===== config.mk =====
export PLATFORM = sky130hd
export DESIGN_NAME = pause_mac_and_dscp_priority_map
export DESIGN_NICKNAME = d
export VERILOG_FILES = /design/src/pause_map_pkg.sv /design/src/dscp_prio_lookup.sv /design/src/pause_mac_and_dscp_priority_map.sv
export VERILOG_INCLUDE_DIRS = /design/src /design/src/src
export SDC_FILE = /design/constraint.sdc
export NUM_CORES = 1
export LEC_CHECK = 0
export ABC_AREA = 1
export BUFFER_PORTS_ARGS = -buffer_cell sky130_fd_sc_hd__buf_2
export CORE_ASPECT_RATIO = 0.9
export CORE_MARGIN = 1.5
export CORE_UTILIZATION = 43
export CTS_BUF_LIST = sky130_fd_sc_hd__clkbuf_8
export DETAILED_ROUTE_END_ITERATION = 6
export PLACE_DENSITY = 0.59
export SYNTH_ARGS = -nofsm -noshare
export SYNTH_HDL_FRONTEND = slang
export SYNTH_HIERARCHICAL = 1
export SYNTH_SLANG_ARGS = --single-unit

===== constraint.sdc =====
create_clock -name MCLK_I -period 2.03 [get_ports MCLK_I]
set_clock_uncertainty 0.15 [all_clocks]
set_input_delay 0.203 -clock MCLK_I [delete_from_list [all_inputs] [get_ports MCLK_I]]
set_output_delay 0.203 -clock MCLK_I [all_outputs]
set_load 0.05 [all_outputs]

===== src/pause_map_defs.svh =====
// Register offsets, reset values and field positions for the PAUSE address and DSCP map bank.
// Assumes a 16-bit register port with byte addresses; included by its bare name.
`ifndef PAUSE_MAP_DEFS_SVH
`define PAUSE_MAP_DEFS_SVH

`define OFF_SRC_ADDR_HIGH   12'h010
`define OFF_SRC_ADDR_MID    12'h012
`define OFF_SRC_ADDR_LOW    12'h014
`define OFF_MAP_0_7         12'h016
`define OFF_MAP_8_15        12'h018
`define OFF_MAP_16_23       12'h01a
`define MAP_RESET           16'h0000
`define MAP_REGS            3
`define ENTRIES_PER_REG     8
`define TOS_DSCP_MSB        7
`define TOS_DSCP_LSB        2
`define DSCP_REG_MSB        5
`define DSCP_REG_LSB        3
`define DSCP_SLOT_MSB       2
`define DSCP_SLOT_LSB       0

`endif


===== src/pause_map_pkg.sv =====
// Types shared by the PAUSE address and DSCP map bank.
// Assumes nothing beyond the defs header.
package pause_map_pkg;

   // Register access request from the switch host side.
   typedef struct packed {
      logic        rd;
      logic        wr;
      logic [11:0] addr;
      logic [15:0] wdata;
   } reg_req_type;

   // Classifier lookup request for one ingress frame.
   typedef struct packed {
      logic       valid;
      logic       is_ip;
      logic [7:0] tos;
   } lookup_req_type;

   // Classifier answer.
   typedef struct packed {
      logic       valid;
      logic       hit;
      logic [1:0] prio;
   } lookup_rsp_type;

endpackage : pause_map_pkg


===== src/dscp_prio_lookup.sv =====
// DSCP to priority lookup over the packed map entries.
// Assumes the map vector is held in the caller's registers; purely combinational.
`timescale 1ns/1ps
`default_nettype none
`include "pause_map_defs.svh"

module dscp_prio_lookup
   import pause_map_pkg::*;
#(
   parameter int MAP_REGS = `MAP_REGS
)(
   // Map contents, one 16-bit word per register.
   input  wire logic [MAP_REGS*16-1:0] map_i,
   // Code to look up.
   input  wire logic [5:0]             dscp_i,
   // Result.
   output logic                        covered_o,
   output logic [1:0]                  prio_o
);

   logic [2:0] reg_sel;
   logic [2:0] slot;
   logic [15:0] word;

   // Split the code into a register index and a bit-pair slot within it.
   always_comb
   begin
      reg_sel   = dscp_i[`DSCP_REG_MSB:`DSCP_REG_LSB];
      slot      = dscp_i[`DSCP_SLOT_MSB:`DSCP_SLOT_LSB];
      covered_o = (32'(reg_sel) < MAP_REGS);
      word      = '0;
      if (covered_o)
      begin
         word = map_i[reg_sel*16 +: 16];
      end
      prio_o = word[slot*2 +: 2];
   end

endmodule : dscp_prio_lookup
`default_nettype wire


===== src/pause_mac_and_dscp_priority_map.sv =====
// Configuration bank: PAUSE frame source address and the DSCP priority map for codes 0..23.
// Assumes a synchronous 16-bit register port from the switch core and a classifier on MCLK_I.
`timescale 1ns/1ps
`default_nettype none
`include "pause_map_defs.svh"

// Function
// Offset 0x010 holds station address bits 47:32, read and write.
// Offset 0x012 holds station address bits 31:16, read and write.
// Offset 0x014 holds station address bits 15:0, read and write.
// PAUSE frames take the 48-bit address built from the three registers as source.
// Each IP frame gets a 2-bit priority from the entry chosen by its 6-bit DSCP code.
// The DSCP code is bits 7:2 of the IPv4 TOS or IPv6 traffic class byte.
// In each map register bits 1:0 serve the lowest code, rising by pairs up to 15:14.
// Offset 0x016 maps codes 0 to 7.
// Offset 0x018 maps codes 8 to 15.
// Offset 0x01a maps codes 16 to 23.
// Every map entry is read and write and resets to zero.
// Register writes act on the next frame with no reset needed.
// Frames without an IP header are not classified through the map.
module pause_mac_and_dscp_priority_map
   import pause_map_pkg::*;
#(
   parameter logic [15:0] ADDR_HIGH_RESET = 16'h0200, // Arbitrary value.
   parameter logic [15:0] ADDR_MID_RESET  = 16'h0000, // Arbitrary value.
   parameter logic [15:0] ADDR_LOW_RESET  = 16'h0001  // Arbitrary value.
)(
   // Clock and reset.
   input  wire logic           MCLK_I,
   input  wire logic           SYS_RST_I,
   // Register port.
   input  wire reg_req_type    REG_REQ_I,
   output logic [15:0]         REG_RDATA_O,
   output logic                REG_RVALID_O,
   output logic                REG_ERR_O,
   // Classifier lookup.
   input  wire lookup_req_type LOOKUP_I,
   output lookup_rsp_type      LOOKUP_O,
   // PAUSE generator source address.
   output logic [47:0]         PAUSE_SRC_ADDR_O
);

   // Register layout, in offset order:
   //   0x010  station address bits 47:32.
   //   0x012  station address bits 31:16.
   //   0x014  station address bits 15:0.
   //   0x016  priorities for codes 0 to 7.
   //   0x018  priorities for codes 8 to 15.
   //   0x01a  priorities for codes 16 to 23.
   // Each map word holds eight two-bit entries, the lowest code in bits 1:0.
   // Codes 24 to 63 live in a neighbouring bank, so this one reports no hit
   // for them and the classifier must merge the answers of both banks.
   // Every access is a whole 16-bit word; an odd offset is treated as
   // unmapped, so byte writes from a narrow host must be merged upstream.
   // Answers come one cycle after the request on both ports, and a write
   // is visible to a read or a lookup taken on the very next edge.
   // The PAUSE source follows the registers with one extra cycle of delay.
   // Reset gives the map all zeros, the lowest priority for every code, and
   // the station address the values of the three reset parameters; software
   // is expected to load a real address before it enables flow control.

   // Station address words as software sees them.
   logic [15:0]                  pause_source_addr_high;
   logic [15:0]                  pause_source_addr_mid;
   logic [15:0]                  pause_source_addr_low;
   // Map words packed side by side, lowest codes in the lowest word.
   wire logic [`MAP_REGS*16-1:0] map;
   // Write strobes, one per register word.
   logic                         wr_high;
   logic                         wr_mid;
   logic                         wr_low;
   wire logic [`MAP_REGS-1:0]    wr_map;
   // Register port decode and read side.
   logic                         access;
   logic                         hit_map;
   logic [1:0]                   map_idx;
   logic [15:0]                  next_rdata;
   logic                         next_err;
   // Lookup side.
   logic [5:0]                   dscp;
   logic                         covered;
   logic [1:0]                   prio;
   logic                         classify;

   // A request is a read or a write; the port never raises both at once.
   assign access = REG_REQ_I.rd || REG_REQ_I.wr;

   // Decode which map register an address selects.
   always_comb
   begin
      hit_map = 1'b1;
      map_idx = 2'h0;
      case (REG_REQ_I.addr)
         `OFF_MAP_0_7:   map_idx = 2'h0;
         `OFF_MAP_8_15:  map_idx = 2'h1;
         `OFF_MAP_16_23: map_idx = 2'h2;
         default:        hit_map = 1'b0;
      endcase
   end

   // Station address write strobes; an unmapped offset raises none, so the
   // write is dropped rather than aliased onto a real register.
   always_comb
   begin
      wr_high = 1'b0;
      wr_mid  = 1'b0;
      wr_low  = 1'b0;
      if (REG_REQ_I.wr)
      begin
         case (REG_REQ_I.addr)
            `OFF_SRC_ADDR_HIGH: wr_high = 1'b1;
            `OFF_SRC_ADDR_MID:  wr_mid  = 1'b1;
            `OFF_SRC_ADDR_LOW:  wr_low  = 1'b1;
            default:            ;
         endcase
      end
   end

   // High address word; a write lands on the next edge.
   always_ff @(posedge MCLK_I)
   begin
      if (SYS_RST_I)
      begin
         pause_source_addr_high <= ADDR_HIGH_RESET;
      end
      else if (wr_high)
      begin
         pause_source_addr_high <= REG_REQ_I.wdata;
      end
   end

   // Middle address word.
   always_ff @(posedge MCLK_I)
   begin
      if (SYS_RST_I)
      begin
         pause_source_addr_mid <= ADDR_MID_RESET;
      end
      else if (wr_mid)
      begin
         pause_source_addr_mid <= REG_REQ_I.wdata;
      end
   end

   // Low address word.
   always_ff @(posedge MCLK_I)
   begin
      if (SYS_RST_I)
      begin
         pause_source_addr_low <= ADDR_LOW_RESET;
      end
      else if (wr_low)
      begin
         pause_source_addr_low <= REG_REQ_I.wdata;
      end
   end

   // Map registers, one per group of eight codes. Each word lives in its own
   // generate scope so that no two processes write the same variable.
   genvar g;
   generate
      for (g = 0; g < `MAP_REGS; g++)
      begin : g_map
         logic [15:0] word;

         assign wr_map[g] = REG_REQ_I.wr && hit_map && (32'(map_idx) == g);

         always_ff @(posedge MCLK_I)
         begin
            if (SYS_RST_I)
            begin
               word <= `MAP_RESET;
            end
            else if (wr_map[g])
            begin
               word <= REG_REQ_I.wdata;
            end
         end

         assign map[g*16 +: 16] = word;
      end
   endgenerate

   // Read mux; unmapped offsets read zero and flag an error.
   always_comb
   begin
      next_rdata = 16'h0000;
      next_err   = 1'b0;
      case (REG_REQ_I.addr)
         `OFF_SRC_ADDR_HIGH: next_rdata = pause_source_addr_high;
         `OFF_SRC_ADDR_MID:  next_rdata = pause_source_addr_mid;
         `OFF_SRC_ADDR_LOW:  next_rdata = pause_source_addr_low;
         default:
         begin
            if (hit_map)
            begin
               next_rdata = map[map_idx*16 +: 16];
            end
            else
            begin
               next_err = 1'b1;
            end
         end
      endcase
   end

   // Answer strobe: every request, mapped or not, gets exactly one, so a host
   // never waits on an offset that this bank does not own.
   always_ff @(posedge MCLK_I)
   begin
      if (SYS_RST_I)
      begin
         REG_RVALID_O <= 1'b0;
      end
      else
      begin
         REG_RVALID_O <= access;
      end
   end

   // Read data stands only with a read answer and is zero otherwise, so the
   // answers of several banks can be merged by a plain OR.
   always_ff @(posedge MCLK_I)
   begin
      if (SYS_RST_I)
      begin
         REG_RDATA_O <= 16'h0000;
      end
      else
      begin
         REG_RDATA_O <= REG_REQ_I.rd ? next_rdata : 16'h0000;
      end
   end

   // The error flag rides with the answer strobe for reads and writes alike.
   always_ff @(posedge MCLK_I)
   begin
      if (SYS_RST_I)
      begin
         REG_ERR_O <= 1'b0;
      end
      else
      begin
         REG_ERR_O <= access && next_err;
      end
   end

   // Address follows the registers every cycle, so a new value serves the next frame.
   always_ff @(posedge MCLK_I)
   begin
      if (SYS_RST_I)
      begin
         PAUSE_SRC_ADDR_O <= {ADDR_HIGH_RESET, ADDR_MID_RESET, ADDR_LOW_RESET};
      end
      else
      begin
         PAUSE_SRC_ADDR_O <= {pause_source_addr_high, pause_source_addr_mid,
                              pause_source_addr_low};
      end
   end

   // Code is the upper six bits of the TOS or traffic class byte.
   // The two low bits of that byte are not part of the code and are ignored.
   assign dscp = LOOKUP_I.tos[`TOS_DSCP_MSB:`TOS_DSCP_LSB];

   dscp_prio_lookup #(
      .MAP_REGS (`MAP_REGS)
   ) u_lookup (
      .map_i     (map),
      .dscp_i    (dscp),
      .covered_o (covered),
      .prio_o    (prio)
   );

   // Only IP frames are classified here; the flag is formed once and shared by
   // the hit and the priority so that both always agree.
   assign classify = LOOKUP_I.valid && LOOKUP_I.is_ip;

   // Lookup answer; non-IP frames and codes beyond this bank report no hit,
   // leaving the classifier to use its other sources. A non-IP frame also
   // reports priority zero, so a consumer that ignores the hit flag still
   // sees the lowest class rather than a stale map entry.
   always_ff @(posedge MCLK_I)
   begin
      if (SYS_RST_I)
      begin
         LOOKUP_O <= '0;
      end
      else if (classify)
      begin
         LOOKUP_O.valid <= 1'b1;
         LOOKUP_O.hit   <= covered;
         LOOKUP_O.prio  <= prio;
      end
      else
      begin
         LOOKUP_O.valid <= LOOKUP_I.valid;
         LOOKUP_O.hit   <= 1'b0;
         LOOKUP_O.prio  <= 2'h0;
      end
   end

endmodule : pause_mac_and_dscp_priority_map
`default_nettype wire


==> metrics.md <==
| Metric | Value |
|---|---|
| Remaining antenna violation count after routing | `0` |
| Number of synthesized flops with an enable pin | `0` |
| Area leader, netlist | `dfxtp_1` |
| Synth Instances | `979` |
| Type of the most critical hold path | `input port to flop` |
| Mean Syn Cell Area | `7.05 µm²` |
| First drt pass iteration count | `5` |
| Sw frac | `24.7%` |
| Worst-path cell chain | `nor2_1, o21ai_0, nand3_1, nor2_1, nor2_1, nor2_1, inv_1, nor2_1, dlygate4sd3_1` |
| Yosys warns | `6` |
| Fraction of the cycle the final worst path needs | `91.4%` |
| Initial antenna violation count | `0` |
| Yosys cell types | `29` |
| Crit Reg-Reg Startpoint | `g_map[2].word[1]$_SDFFE_PP0P_` |
| # diodes | `0` |
| # setup viols final | `0` |
| Top FF cell, synth | `dfxtp_1` |
| Status | `completed` |
| Grt ovf | `0` |
| Reg clk slew, reported paths | `90 ps` |
| Die ar. | `16800 µm²` |
| Initial drt markers | `443` |
| Critical Path AT | `2100 ps` |
| Worst EP required | `2270 ps` |
| Total Neg Setup Slack | `0 ps` |
| DR vias | `6178` |
| Routed vias/inst | `4.66` |
| Share of layout cells above drive strength 1 | `16.4%` |
| Pleak | `3.70 nW` |
| CP max stage cell | `dlygate4sd3_1` |
| Max cap viols | `0` |
| Crit path top cell by count | `nor2_1` |
| Seq pwr share | `56.1%` |
| Util after Layout | `53.4%` |
| DR WL/cell | `14.0 µm` |
| CP endpoint kind | `flop` |
| Syn-to-layout area delta | `20.3%` |
| Core Area | `15500 µm²` |
| Async SR Flop Fraction | `0%` |
| Post-route design area | `8300 µm²` |
| Final Net Count | `1153` |
| Max Slew Vio Count | `0` |
| Vias in the first global route | `5700` |
| Count leader, synth | `inv_1` |
| I/O Buffers | `109` |
| Sequential share of the synthesized area | `48.2%` |
| Detailed Place HPWL | `12700 µm` |
| Peak per-stage delay on the critical path | `540 ps` |
| CTS tree | `built` |
| Htree depth | `4` |
| # DRC | `0` |
| Psw | `1.44 mW` |
| DRT Wirelength | `18500 µm` |
| Dpl cell area | `7670 µm²` |
| Synth Cell Area | `6900 µm²` |
| Max-slew headroom | `64.3%` |
| Root buffer cell | `clkbuf_8` |
| Worst VDD drop | `0.389 mV` |
| Comb pwr share | `6.1%` |
| First-pass GRT wire length | `29600 µm` |
| Initial Util | `44.4%` |
| Total power | `5.81 mW` |
| Commonest cells in the netlist | `177 x inv_1, 166 x dfxtp_1, 162 x nand2_1, 161 x nor2_1, 82 x o21ai_0` |
| Worst-Skew Late Latency | `450 ps` |
| Clock Power Share | `37.9%` |
| WHS Path Cells | `6` |
| P per Cell Area | `700 nW/µm²` |
| CP max FO | `3` |
| Syn Nets | `1021` |
| Die height | `123 µm` |
| Final Hold Fails | `0` |
| Yosys top cell area share | `48.2%` |
| Yosys reg bits | `166` |
| Internal | `4.37 mW` |
| Fmax | `0.539 GHz` |
| CTS Buf Count | `17` |
| CTS Sinks | `166` |
| Die width | `137 µm` |
| Kind of start point of the critical path | `flop` |
| Largest net degree at the start of global routing | `61` |
| Gpl congestion | `0.788` |
| IO Count | `112` |
| Hold Crit Start | `REG_REQ_I[19]` |
| Setup CP Type | `flop to flop` |
| RSZ-0062 raised after global routing | `no` |
| Dominant cells by area after synthesis | `dfxtp_1 48%, inv_1 9.6%, nand2_1 8.8%, nor2_1 8.8%, o21ai_0 5.9%` |
| Worst-margin pin slew | `535 ps` |
| Fin Hold WS | `79.6 ps` |
| Setup crit start | `g_map[2].word[1]$_SDFFE_PP0P_` |
| CTS max path bufs | `2` |
| R2R cell count | `9` |
| Core Rows | `43` |
| Post-route minimum period | `1860 ps` |
| GRT Total Usage | `23.2%` |
## metrics by stage
stage	worst slack [ps]	instances
2_1_floorplan	503	979
3_3_place_gp	154	1267
3_5_place_dp	127	1267
4_1_cts	179	1325
5_1_grt	5.48	1325
6_report	175	1325
## final timing paths
kind / end / slack (ps)
worst max-delay path: LOOKUP_O[1]$_SDFF_PP0_ / 170
worst min-delay path: pause_source_addr_high[9]$_SDFFE_PP1P_ / 80
worst max register to register: LOOKUP_O[1]$_SDFF_PP0_ / 170
worst min register to register: PAUSE_SRC_ADDR_O[17]$_SDFF_PP0_ / 300
## what timing repair did
action                    CTS  global route
hold endpoints to repair   98             0
setup buffers               0             0
gates resized for setup     0             0
hold buffers               27             0
## state kept, by name (all words and copies together) (netlist names)
name / count
PAUSE_SRC_ADDR_O: 48
g_map.word: 48
REG_RDATA_O: 16
pause_source_addr_high: 16
pause_source_addr_low: 16
pause_source_addr_mid: 16
LOOKUP_O: 4
REG_ERR_O: 1
REG_RVALID_O: 1
## cells in the final DEF (no fill, tap or decap), types with 3 or more instances in the layout
master / count
a211oi_1: 16
a21oi_1: 69
buf_12: 4
buf_2: 109
buf_4: 21
clkbuf_8: 18
clkinvlp_4: 4
dfxtp_1: 166
dlygate4sd3_1: 27
inv_1: 180
inv_2: 4
inv_6: 3
nand2_1: 162
nand2_4: 3
nand3_1: 36
nor2_1: 161
nor2_2: 7
o21ai_0: 82
o21ai_1: 32
or2_2: 3
## power by group through the flow
stage | Clock [mW] | Combinational, mW | Sequential, mW
4_1_cts | 2.25 | 0.351 | 3.26
6_report | 2.20 | 0.352 | 3.26
2_1_floorplan | 0 | 0.155 | 3.35
5_1_grt | 2.41 | 0.391 | 3.26
3_3_place_gp | 0 | 0.311 | 3.34
3_5_place_dp | 0 | 0.311 | 3.34
## worst max-delay path: cells and delay by family (launching register included)
family | cells | cell delay, ps
buf+inv | 2 | 580
simple gates | 6 | 520
flops | 1 | 390
compound gates | 1 | 140
## cell families after synthesis
logic type             count (synthesis)  share of synthesized area, %
buffers and inverters                230                          13.7
AND/OR/NAND/NOR                      383                          23.0
flip-flops                           166                          48.2
AO/OA/AOI/OAI                        200                          15.1
## layout make-up
cell class,count,area (µm²)
timing repair buffer,161,1050
clock buffer,18,248
clock inverter,13,108
multi-input combinational,583,2630
sequential,166,3320
fill,1592,7250
inverter,182,683
tap,202,253
## routing by layer
metal / vias up / global-route usage (%) / part of all wire (%)
met5: - / 0 / 0
met4: 0 / 6.78 / 1.5
met3: 20 / 4.72 / 5.1
met2: 161 / 36.1 / 44
met1: 2731 / 32.6 / 49
li1: 3266 / - / -
Note: power is estimated with default switching activity, not from simulation.
